## src/logic/prdc_pkg.sv

```systemverilog
// Purpose: Shared constants for the pixel rectangle draw converter
// Assumes: Elements are 16 bit; float components are signed Q4.12
// Notes:   Format, type and clamp codes are driven by the command logic
package prdc_pkg;
  localparam int          FRAG_W        = 280;
  localparam logic [15:0] FP_ONE        = 16'h1000;
  localparam logic [15:0] INT_ONE       = 16'h0001;
  localparam logic [15:0] ELEM_ZERO     = 16'h0000;
  localparam logic [15:0] WINZ_MAX      = 16'hffff;
  localparam logic [7:0]  BYTE_FULL     = 8'hff;
  localparam logic [2:0]  LAST_BIT      = 3'h7;
  localparam int          FP_INT_LSB    = 12;

  localparam logic [3:0]  F_INDEX       = 4'h0;
  localparam logic [3:0]  F_STENCIL     = 4'h1;
  localparam logic [3:0]  F_DEPTH       = 4'h2;
  localparam logic [3:0]  F_DEPTH_STEN  = 4'h3;
  localparam logic [3:0]  F_RED         = 4'h4;
  localparam logic [3:0]  F_GREEN       = 4'h5;
  localparam logic [3:0]  F_BLUE        = 4'h6;
  localparam logic [3:0]  F_ALPHA       = 4'h7;
  localparam logic [3:0]  F_RGB         = 4'h8;
  localparam logic [3:0]  F_RGBA        = 4'h9;
  localparam logic [3:0]  F_GREY_SINGLE = 4'ha;
  localparam logic [3:0]  F_GREY_OPAC   = 4'hb;

  localparam logic [1:0]  T_UNORM       = 2'h0;
  localparam logic [1:0]  T_FLOAT       = 2'h1;
  localparam logic [1:0]  T_ONE_BIT_PER_ELEMENT_TYPE      = 2'h2;

  localparam logic [1:0]  SAT_OFF       = 2'h0;
  localparam logic [1:0]  SAT_ON        = 2'h1;
  localparam logic [1:0]  SAT_IF_FIXED  = 2'h2;
  localparam logic [1:0]  SAT_RESET     = SAT_IF_FIXED;

  typedef enum logic [4:0] {
    S_IDLE  = 5'b00001,
    S_SKIP  = 5'b00010,
    S_GROUP = 5'b00100,
    S_BITS  = 5'b01000,
    S_EMIT  = 5'b10000
  } prdc_state_e;
endpackage

```

## src/logic/prdc_skid.sv

```systemverilog
// Purpose: Two-entry buffer in the fragment path
// Assumes: Source and sink share clk
// Notes:   Outputs come from registers; in_ready is a register too
`timescale 1ns/1ps
`default_nettype none
module prdc_skid #(
  parameter int W = 8
) (
  input  wire logic         clk,
  input  wire logic         arst_n,
  input  wire logic         in_valid,
  output logic              in_ready,
  input  wire logic [W-1:0] in_data,
  output logic              out_valid,
  input  wire logic         out_ready,
  output logic [W-1:0]      out_data
);
  logic         ov_reg, ov_next, sv_reg, sv_next;
  logic [W-1:0] od_reg, od_next, sd_reg, sd_next;

  always_comb begin
    ov_next = ov_reg;
    sv_next = sv_reg;
    od_next = od_reg;
    sd_next = sd_reg;
    if (out_ready || !ov_reg) begin
      if (sv_reg) begin
        od_next = sd_reg;
        ov_next = 1'b1;
        sv_next = 1'b0;
      end else begin
        od_next = in_data;
        ov_next = in_valid;
      end
    end else if (in_valid && !sv_reg) begin
      // Sink stalled: park the word instead of dropping it
      sd_next = in_data;
      sv_next = 1'b1;
    end
  end

  always_ff @(posedge clk or negedge arst_n) begin
    if (!arst_n) begin
      ov_reg <= 1'b0;
      sv_reg <= 1'b0;
      od_reg <= '0;
      sd_reg <= '0;
    end else begin
      ov_reg <= ov_next;
      sv_reg <= sv_next;
      od_reg <= od_next;
      sd_reg <= sd_next;
    end
  end

  assign in_ready  = !sv_reg;
  assign out_valid = ov_reg;
  assign out_data  = od_reg;
endmodule
`default_nettype wire

```

## src/logic/prdc_core.sv

```systemverilog
// Purpose: Pixel groups of a rectangle draw in, zoomed fragments out
// Assumes: Request and raster inputs stay stable while draw_busy is high
// Notes:   Alignment must be 1, 2, 4 or 8; zero zoom yields no fragments
// Behaviour
// - Only unorm component groups are converted; indices and stencil stay raw
// - Single grey element is copied into R, G and B
// - Grey with opacity: first element to R, G, B, second to A
// - Missing A becomes one, integer or float as the components are
// - Missing R, G or B becomes zero
// - Colour index mode allows only index, stencil, depth, depth plus stencil
// - Formats with integer components are refused as illegal
// - Incomplete draw target raises the incomplete target error
// - One_bit_per_element_type byte gives eight bits, high first unless low bit first set
// - One_bit_per_element_type row pitch is alignment times ceil of row length over 8a
// - One_bit_per_element_type: skip rows times pitch, then per row skip columns, take width, step
// - Colour index integer part masked with index buffer bit mask
// - Float colour clamped to zero..one only while saturation is on
// - Three valued saturation setting, reset to saturate if fixed buffers
// - Depth clamped; fixed depth buffers also get window z conversion
// - Stencil indices masked with stencil buffer bit mask
// - Invalid raster position ignores the draw and updates no tables
// - Table update pulse does not wait for later fragment tests
// - Each group fills its zoomed rectangle with fragments, any zoom sign
// - Colour groups take raster depth; depth groups take raster colour
// - Fog, secondary colour and texture coordinates come from raster state
`timescale 1ns/1ps
`default_nettype none
module prdc_core import prdc_pkg::*; (
  input  wire logic               clk,
  input  wire logic               arst_n,
  input  wire logic               draw_start,
  input  wire logic [3:0]         req_format,
  input  wire logic [1:0]         req_type,
  input  wire logic               req_int_fmt,
  input  wire logic [15:0]        req_width,
  input  wire logic [15:0]        req_height,
  input  wire logic               ci_mode,
  input  wire logic               target_complete,
  input  wire logic               low_bit_first_order,
  input  wire logic [15:0]        rows_to_skip,
  input  wire logic [15:0]        columns_to_skip,
  input  wire logic [15:0]        row_length,
  input  wire logic [3:0]         alignment,
  input  wire logic signed [7:0]  zoom_x,
  input  wire logic signed [7:0]  zoom_y,
  input  wire logic               rp_valid,
  input  wire logic signed [15:0] rp_x,
  input  wire logic signed [15:0] rp_y,
  input  wire logic [15:0]        rp_depth,
  input  wire logic [63:0]        rp_colour,
  input  wire logic [15:0]        rp_index,
  input  wire logic [15:0]        rp_fog,
  input  wire logic [63:0]        rp_sec,
  input  wire logic [63:0]        rp_tex,
  input  wire logic [4:0]         index_bits,
  input  wire logic [3:0]         stencil_bits,
  input  wire logic               depth_fixed_buf,
  input  wire logic               all_fixed_bufs,
  input  wire logic               clamp_ctl_wr,
  input  wire logic [1:0]         clamp_ctl_val,
  input  wire logic               grp_valid,
  output logic                    grp_ready,
  input  wire logic [63:0]        grp_data,
  output logic                    frag_valid,
  input  wire logic               frag_ready,
  output logic [FRAG_W-1:0]       frag_data,
  output logic                    hist_update,
  output logic                    illegal_request_error,
  output logic                    incomplete_target_error,
  output logic                    draw_busy,
  output logic                    draw_done,
  output logic [1:0]              frag_colour_saturate_ctl
);
  function automatic logic [15:0] unorm(input logic [15:0] e);
    unorm = (e[7:0] == BYTE_FULL) ? FP_ONE : {4'h0, e[7:0], 4'h0};
  endfunction
  function automatic logic [15:0] sat(input logic [15:0] e);
    if (e[15]) sat = ELEM_ZERO;
    else if (e > FP_ONE) sat = FP_ONE;
    else sat = e;
  endfunction
  function automatic logic [15:0] mask(input logic [15:0] v, input logic [4:0] n);
    logic [16:0] m;
    m = (17'h00001 << n) - 17'h00001;
    mask = v & m[15:0];
  endfunction
  function automatic logic [15:0] pitch(input logic [15:0] l, input logic [3:0] a);
    logic [15:0] c;
    logic [15:0] am;
    c = {3'h0, l[15:3]} + {15'h0000, |l[2:0]};
    am = {12'h000, a} - 16'h0001;
    pitch = (c + am) & ~am;
  endfunction
  function automatic logic [15:0] origin(input logic signed [15:0] rp,
                                         input logic signed [7:0] z,
                                         input logic [15:0] n);
    logic signed [31:0] a;
    logic signed [31:0] b;
    a = 32'(z) * $signed({16'h0000, n});
    b = a + 32'(z);
    origin = 16'(32'(rp) + ((z < 0) ? b : a));
  endfunction
  function automatic logic [7:0] mag(input logic signed [7:0] z);
    mag = z[7] ? 8'(-z) : z;
  endfunction

  prdc_state_e        state_reg, state_next;
  logic [15:0]        n_reg, n_next, m_reg, m_next, w_reg, w_next, h_reg, h_next;
  logic [7:0]         dx_reg, dx_next, dy_reg, dy_next;
  logic [15:0]        x0_reg, x0_next, y0_reg, y0_next;
  logic [63:0]        col_reg, col_next;
  logic [15:0]        dep_reg, dep_next, idx_reg, idx_next;
  logic [7:0]         sten_reg, sten_next, byte_reg, byte_next;
  logic [3:0]         fmt_reg, fmt_next;
  logic [1:0]         ty_reg, ty_next, sat_reg, sat_next;
  logic               int_reg, int_next, lsb_reg, lsb_next, emit_reg, emit_next;
  logic [15:0]        k_reg, k_next, cs_reg, cs_next, bidx_reg, bidx_next;
  logic [31:0]        skip_reg, skip_next;
  logic [2:0]         bit_reg, bit_next;
  logic               rdy_reg, rdy_next, hist_reg, hist_next, done_reg, done_next;
  logic               eill_reg, eill_next, einc_reg, einc_next, busy_reg, busy_next;
  logic               take, buf_ready, sat_on, bad_ci, last_grp, bitval, in_win;
  logic [15:0]        e0, e1, e2, e3, d, one, r, g, b, a;
  logic [31:0]        pos;
  logic [15:0]        col_n;
  logic [7:0]         ax, ay;

  always_comb begin
    sat_next = clamp_ctl_wr ? clamp_ctl_val : sat_reg;
    // Saturation decision follows the current buffer mix
    sat_on = (sat_reg == SAT_ON) || ((sat_reg == SAT_IF_FIXED) && all_fixed_bufs);
    take   = grp_valid && rdy_reg;
    {ax, ay} = {mag(zoom_x), mag(zoom_y)};
    one    = int_reg ? INT_ONE : FP_ONE;
    // Conversion skips indices and the stencil half of depth plus stencil
    e0 = (ty_reg == T_UNORM && fmt_reg >= F_DEPTH) ? unorm(grp_data[63:48]) : grp_data[63:48];
    e1 = (ty_reg == T_UNORM && fmt_reg >= F_RED) ? unorm(grp_data[47:32]) : grp_data[47:32];
    e2 = (ty_reg == T_UNORM) ? unorm(grp_data[31:16]) : grp_data[31:16];
    e3 = (ty_reg == T_UNORM) ? unorm(grp_data[15:0]) : grp_data[15:0];
    {r, g, b} = {3{ELEM_ZERO}};
    a = one;
    unique case (fmt_reg)
      F_RED:         r = e0;
      F_GREEN:       g = e0;
      F_BLUE:        b = e0;
      F_ALPHA:       a = e0;
      F_RGB:         {r, g, b} = {e0, e1, e2};
      F_RGBA:        {r, g, b, a} = {e0, e1, e2, e3};
      F_GREY_SINGLE: {r, g, b} = {e0, e0, e0};
      F_GREY_OPAC:   {r, g, b, a} = {e0, e0, e0, e1};
      default: ;
    endcase
    if (sat_on && !int_reg) begin
      {r, g, b, a} = {sat(r), sat(g), sat(b), sat(a)};
    end
    d = sat(e0);
    if (depth_fixed_buf) begin
      d = (d == FP_ONE) ? WINZ_MAX : {d[11:0], 4'h0};
    end
    bad_ci   = ci_mode && (req_format > F_DEPTH_STEN);
    last_grp = (n_reg == w_reg - 16'h0001) && (m_reg == h_reg - 16'h0001);
    pos      = ({bidx_reg, 16'h0000} >> 13) + {29'h0, bit_reg};
    col_n    = 16'(pos - {16'h0000, cs_reg});
    in_win   = (pos >= {16'h0000, cs_reg}) && (pos < {16'h0000, cs_reg} + {16'h0000, w_reg});
    bitval   = lsb_reg ? byte_reg[bit_reg] : byte_reg[LAST_BIT - bit_reg];
  end

  always_comb begin
    state_next = state_reg;
    {n_next, m_next, w_next, h_next} = {n_reg, m_reg, w_reg, h_reg};
    {dx_next, dy_next, x0_next, y0_next} = {dx_reg, dy_reg, x0_reg, y0_reg};
    {col_next, dep_next, idx_next, sten_next} = {col_reg, dep_reg, idx_reg, sten_reg};
    {byte_next, fmt_next, ty_next, int_next} = {byte_reg, fmt_reg, ty_reg, int_reg};
    {lsb_next, emit_next, k_next, cs_next} = {lsb_reg, emit_reg, k_reg, cs_reg};
    {bidx_next, skip_next, bit_next} = {bidx_reg, skip_reg, bit_reg};
    {hist_next, done_next, eill_next, einc_next} = 4'h0;
    unique case (state_reg)
      S_IDLE: begin
        if (draw_start) begin
          eill_next = bad_ci || req_int_fmt;
          einc_next = !target_complete;
          // Invalid raster position: quietly drop the whole draw
          if (bad_ci || req_int_fmt || !target_complete || !rp_valid ||
              req_width == 16'h0000 || req_height == 16'h0000) begin
            done_next = 1'b1;
          end else begin
            {fmt_next, ty_next, int_next} = {req_format, req_type, req_int_fmt};
            {lsb_next, w_next, h_next} = {low_bit_first_order, req_width, req_height};
            {cs_next, n_next, m_next, bidx_next} = {columns_to_skip, 48'h0};
            k_next = pitch((row_length != 16'h0000) ? row_length : req_width, alignment);
            skip_next = rows_to_skip * k_next;
            state_next = (req_type == T_ONE_BIT_PER_ELEMENT_TYPE && skip_next != 32'h0) ? S_SKIP : S_GROUP;
          end
        end
      end
      S_SKIP: begin
        if (take) begin
          skip_next = skip_reg - 32'h1;
          if (skip_reg == 32'h1) state_next = S_GROUP;
        end
      end
      S_GROUP: begin
        if (take && ty_reg == T_ONE_BIT_PER_ELEMENT_TYPE) begin
          {byte_next, bit_next, emit_next} = {grp_data[7:0], 4'h0};
          state_next = S_BITS;
        end else if (take) begin
          hist_next = 1'b1;
          col_next = {r, g, b, a};
          dep_next = rp_depth;
          idx_next = mask((ty_reg == T_FLOAT) ? e0 >> FP_INT_LSB : e0, index_bits);
          sten_next = 8'(mask(e0, {1'b0, stencil_bits}));
          if (fmt_reg == F_DEPTH || fmt_reg == F_DEPTH_STEN) begin
            {col_next, idx_next} = {rp_colour, rp_index};
            dep_next = d;
            sten_next = 8'(mask(e1, {1'b0, stencil_bits}));
          end
          x0_next = origin(rp_x, zoom_x, n_reg);
          y0_next = origin(rp_y, zoom_y, m_reg);
          if (ax != 8'h00 && ay != 8'h00) state_next = S_EMIT;
          else if (last_grp) state_next = S_IDLE;
          if (n_reg == w_reg - 16'h0001) begin
            n_next = 16'h0000;
            m_next = m_reg + 16'h0001;
          end else begin
            n_next = n_reg + 16'h0001;
          end
          // Position counters run ahead; the origin is already latched
          if (last_grp && (ax == 8'h00 || ay == 8'h00)) done_next = 1'b1;
        end
      end
      S_BITS: begin
        if (in_win && !emit_reg) begin
          emit_next = 1'b1;
          hist_next = 1'b1;
          {col_next, dep_next} = {rp_colour, rp_depth};
          idx_next = mask({15'h0000, bitval}, index_bits);
          sten_next = 8'h00;
          x0_next = origin(rp_x, zoom_x, col_n);
          y0_next = origin(rp_y, zoom_y, m_reg);
          if (ax != 8'h00 && ay != 8'h00) state_next = S_EMIT;
        end else begin
          emit_next = 1'b0;
          bit_next = bit_reg + 3'h1;
          if (bit_reg == LAST_BIT) begin
            state_next = S_GROUP;
            bidx_next = bidx_reg + 16'h0001;
            // Whole pitch is consumed even past the taken width
            if (bidx_reg == k_reg - 16'h0001) begin
              {bidx_next, m_next} = {16'h0000, m_reg + 16'h0001};
              if (m_reg == h_reg - 16'h0001) begin
                state_next = S_IDLE;
                done_next = 1'b1;
              end
            end
          end
        end
      end
      S_EMIT: begin
        if (buf_ready) begin
          dx_next = dx_reg + 8'h01;
          if (dx_reg == ax - 8'h01) begin
            {dx_next, dy_next} = {8'h00, dy_reg + 8'h01};
            if (dy_reg == ay - 8'h01) begin
              dy_next = 8'h00;
              if (ty_reg == T_ONE_BIT_PER_ELEMENT_TYPE) begin
                state_next = S_BITS;
              end else if (n_reg == 16'h0000 && m_reg == h_reg) begin
                state_next = S_IDLE;
                done_next = 1'b1;
              end else begin
                state_next = S_GROUP;
              end
            end
          end
        end
      end
      default: state_next = S_IDLE;
    endcase
    rdy_next = (state_next == S_GROUP) || (state_next == S_SKIP);
    busy_next = (state_next != S_IDLE);
  end

  always_ff @(posedge clk or negedge arst_n) begin
    if (!arst_n) begin
      state_reg <= S_IDLE;
      sat_reg <= SAT_RESET;
      {n_reg, m_reg, w_reg, h_reg, x0_reg, y0_reg} <= '0;
      {dx_reg, dy_reg, col_reg, dep_reg, idx_reg, sten_reg, byte_reg} <= '0;
      {fmt_reg, ty_reg, int_reg, lsb_reg, emit_reg, k_reg, cs_reg} <= '0;
      {bidx_reg, skip_reg, bit_reg, rdy_reg, hist_reg, done_reg} <= '0;
      {eill_reg, einc_reg, busy_reg} <= '0;
    end else begin
      state_reg <= state_next;
      sat_reg <= sat_next;
      {n_reg, m_reg, w_reg, h_reg, x0_reg, y0_reg} <=
        {n_next, m_next, w_next, h_next, x0_next, y0_next};
      {dx_reg, dy_reg, col_reg, dep_reg, idx_reg, sten_reg, byte_reg} <=
        {dx_next, dy_next, col_next, dep_next, idx_next, sten_next, byte_next};
      {fmt_reg, ty_reg, int_reg, lsb_reg, emit_reg, k_reg, cs_reg} <=
        {fmt_next, ty_next, int_next, lsb_next, emit_next, k_next, cs_next};
      {bidx_reg, skip_reg, bit_reg, rdy_reg, hist_reg, done_reg} <=
        {bidx_next, skip_next, bit_next, rdy_next, hist_next, done_next};
      {eill_reg, einc_reg, busy_reg} <= {eill_next, einc_next, busy_next};
    end
  end

  // Buffer keeps emission running one word past a receiver stall
  prdc_skid #(
    .W(FRAG_W)
  ) u_buf (
    .clk      (clk),
    .arst_n   (arst_n),
    .in_valid (state_reg == S_EMIT),
    .in_ready (buf_ready),
    .in_data  ({x0_reg + {8'h00, dx_reg}, y0_reg + {8'h00, dy_reg}, col_reg, dep_reg,
                idx_reg, sten_reg, rp_fog, rp_sec, rp_tex}),
    .out_valid(frag_valid),
    .out_ready(frag_ready),
    .out_data (frag_data)
  );

  assign grp_ready = rdy_reg;
  assign hist_update = hist_reg;
  assign illegal_request_error = eill_reg;
  assign incomplete_target_error = einc_reg;
  assign draw_busy = busy_reg;
  assign draw_done = done_reg;
  assign frag_colour_saturate_ctl = sat_reg;
endmodule
`default_nettype wire

```

## config.mk

```make
export PLATFORM = sky130hd
export DESIGN_NAME = prdc_core
export DESIGN_NICKNAME = d
export VERILOG_FILES = /design/src/logic/prdc_pkg.sv /design/src/logic/prdc_skid.sv /design/src/logic/prdc_core.sv
export SDC_FILE = /design/constraint.sdc
export NUM_CORES = 2
export LEC_CHECK = 0
export BUFFER_PORTS_ARGS = -buffer_cell sky130_fd_sc_hd__buf_2
export CAP_MARGIN = 10
export CORE_ASPECT_RATIO = 0.7
export CORE_MARGIN = 2
export CORE_UTILIZATION = 40
export DETAILED_ROUTE_END_ITERATION = 7
export GPL_ROUTABILITY_DRIVEN = 0
export PLACE_DENSITY_LB_ADDON = 0.05
export SYNTH_ARGS = -nofsm -noshare
export SYNTH_HDL_FRONTEND = slang
export SYNTH_SLANG_ARGS = --single-unit
export TNS_END_PERCENT = 1
```

## constraint.sdc

```tcl
create_clock -name clk -period 8.8 [get_ports clk]
set_input_delay 0.88 -clock clk [delete_from_list [all_inputs] [get_ports clk]]
set_output_delay 0.88 -clock clk [all_outputs]
set_load 0.03 [all_outputs]
```

==> impl_results.md <==
- Internal reg-to-reg setup slack: 0.32 ns
- Die W: around 490 um
- Pre-antenna DRT Iters: 8
- R2R Path Start: cs_reg[1]
- Crit Path Category: in2reg
- HP Class: in2async
- Largest area contributor in the netlist: dfrtp_1
- Avg Cell Area, Syn: approximately 8.6 um2
- Final setup fails: 14
- Cell mode on critical path: fa_1
- Die H: between 300 and 400 um
- Post-Synthesis Cell Area: around 67000 um2
- Setup TNS: -4.35 ns
- Total GRT Usage: 26.3%
- WHS: 0.118 ns
- Slew at the pin closest to its max-slew limit: 1.16 ns
- Total Die Area: 171000 um2
- First-pass GRT wire length: 348000 um
- CTS tree: built
- Largest net degree at the start of global routing: approximately 250
- Reg2Reg Depth: 39
- Skew final: 0.0625 ns
- Post-synth top area share: 33.1%
- Final Slew Violations: 0
- Worst slew margin: 22.6%
- Period utilisation layout: 109%
- Status: finished with violations
- DR vias/cell: 5.23
- Rows: 125
- DRC: 4
- CTS root buffer: clkbuf_16
- Arrival time worst endpoint: 10.18 ns
- Max Clk Rate: roughly 100 MHz
- Max VDD drop: 2.06 mV
- Main synth FF type: dfrtp_1
- FF-to-FF End: x0_reg[15]
- CP Launch Type: primary input
- Port-buffer cells: 754
- CP Data Required Time: 9.42 ns
- Layout Nets: 9823
- H-tree depth: 3
- Starting density of the core: 40.4%
- Top Ports: 755
- Gate count after technology mapping: 7803
- Synth area leaders: dfrtp_1, fa_1, nand2_1, ha_1, o21ai_0
- Num CTS Buffers: 98
- Fin crit period: 9.56 ns
- CP max stage cell: or4_4
- Initial antenna violation count: between 70 and 80
- Failing checks: design-rule violations, negative setup slack
- Async set-reset flop share out of synthesis: 100%
- YS warnings: 0
- Layout cell share with drive strength beyond 1: 16.7%
- Total wire length: 230000 um
- Pre-CTS setup slack: -1.74 ns
- EDFF count, synth: 0
- RSZ-0062 raised after global routing: yes
- Final hold vios: 0
- Crit-path max FO: 5
- Via Count: 57300
- Post-synth cell types: 88
- Worst setup EP type: flip-flop
- Min setup slack post-route: -0.759 ns
- Wire length per cell: ~21 um
- Clock-pin slew on the worst setup and hold paths: about 0.06 ns
- CTS Buffer Depth: 3
- Register area share after synthesis: between 30 and 40%
- Leakage power: around 38 nW
- DR iter-0 viols: 4484
- CP max stage delay: 0.56 ns
- Vias in the first global route: 54800
- Hpwl dp: 175000 um
- Top post-synthesis cells by count: nand2_1, dfrtp_1, o21ai_0
- GR Overflow Total: 0
- Cts hold-fix bufs: 0
- Post-synthesis register bit count: between 800 and 900
- Clock Latency Late Sink: between 0.7 and 0.8 ns
- PD cells: 489 nW/um2
- Area growth syn-to-layout: 18.0%
- Post-synth net total: 9035
- Core box area: 166000 um2
- Max-cap violations: 0
- Clock Sinks: ~890
- Most numerous cell in the Yosys netlist: nand2_1
- Antenna-violating nets left: 0
[power breakdown]
group	internal [W]	total (W)	switching (W)
Combinational	0.0139	0.0293	0.0154
Clock	0.00265	0.00453	0.00188
Sequential	0.00447	0.00493	0.000454
Total	0.0210	0.0387	0.0178
[worst max path at each step]
stage / from / to / slack [ns] / cells after the start
global placement: row_length[0] / state_reg[2] / -1.68 / 42
CTS: row_length[4] / state_reg[2] / -0.72 / 45
floorplan: row_length[3] / state_reg[2] / -1.35 / 43
detailed placement: row_length[0] / state_reg[2] / -1.74 / 43
global route: row_length[4] / state_reg[2] / -1.11 / 43
finish: row_length[4] / state_reg[2] / -0.76 / 43
[cells in the final DEF, fill, tap and decap left out, drive strengths merged, types with 69 or more instances in the layout]
cell and instances:
a21o 69, fa 387, and2 335, ha 379, inv 596, clkbuf 140, buf 1104, dfrtp 889
mux2i 276, xnor2 223, a21oi 339, nand2 1749, nor3 93, xor2 113, o21ai 626, nor2 400
nand3 86
[critical path, delay by kind of cell]
kind	cells	cell delay, ns
simple gates	9	2.34
compound gates	18	2.77
xor+xnor	1	0.10
fa+ha+maj	10	3.59
buf+inv	5	0.49
[area by class of cell]
| type | count | area [um2] |
|---|---|---|
| clock inverters | 38 | 656 |
| fillers | 16300 | 87200 |
| repair buffers | 1104 | 6550 |
| flip-flops and latches | 891 | 22300 |
| diodes | 61 | 153 |
| multi-input cells | 5900 | 41700 |
| well taps | 2222 | 2780 |
| inverters | 596 | 2240 |
| clock buffers | 140 | 2880 |
[stage by stage]
step	power, W	instance area (um2)	cells	util [%]
final	0.0387	79200	11000	47.6
after global routing	0.0419	79200	10900	47.6
after CTS	0.0380	78900	10900	47.4
after detailed placement	0.0328	75100	10700	45.1
after global placement	0.0325	75100	10700	45.1
after floorplan	0.0217	67400	7803	-
[routing by layer]
| layer | up-vias | part of all wire [%] | global-route usage (%) |
|---|---|---|---|
| met5 | - | 0.021 | 0 |
| li1 | 27600 | - | - |
| met4 | 8 | 3.0 | 7.19 |
| met2 | 1534 | 43 | 39.3 |
| met1 | 27900 | 48 | 39.4 |
| met3 | 290 | 5.3 | 3.66 |
[repair_timing]
| item | in CTS | in global routing |
|---|---|---|
| resized for setup | 36 | 52 |
| pin swaps | 26 | 23 |
| endpoints found under the setup margin | 19 | 24 |
| setup buffers | 5 | 0 |
[kinds of logic (layout without fill, tap and decap cells)]
family / after synthesis / in the layout / synth area share [%]
AOI/OAI and AO/OA: 1461 / 1461 / 13.0
xor gates and xnor gates: 339 / 339 / 4.48
adders and majority gates: 766 / 766 / 18.6
buffers and inverters: 1012 / 1878 / 5.70
DFF: 891 / 891 / 33.2
muxes: 312 / 312 / 4.92
other: 0 / 61 / 0
and+or+nand+nor: 3022 / 3022 / 20.1
Note: power is estimated with default switching activity, not from simulation.
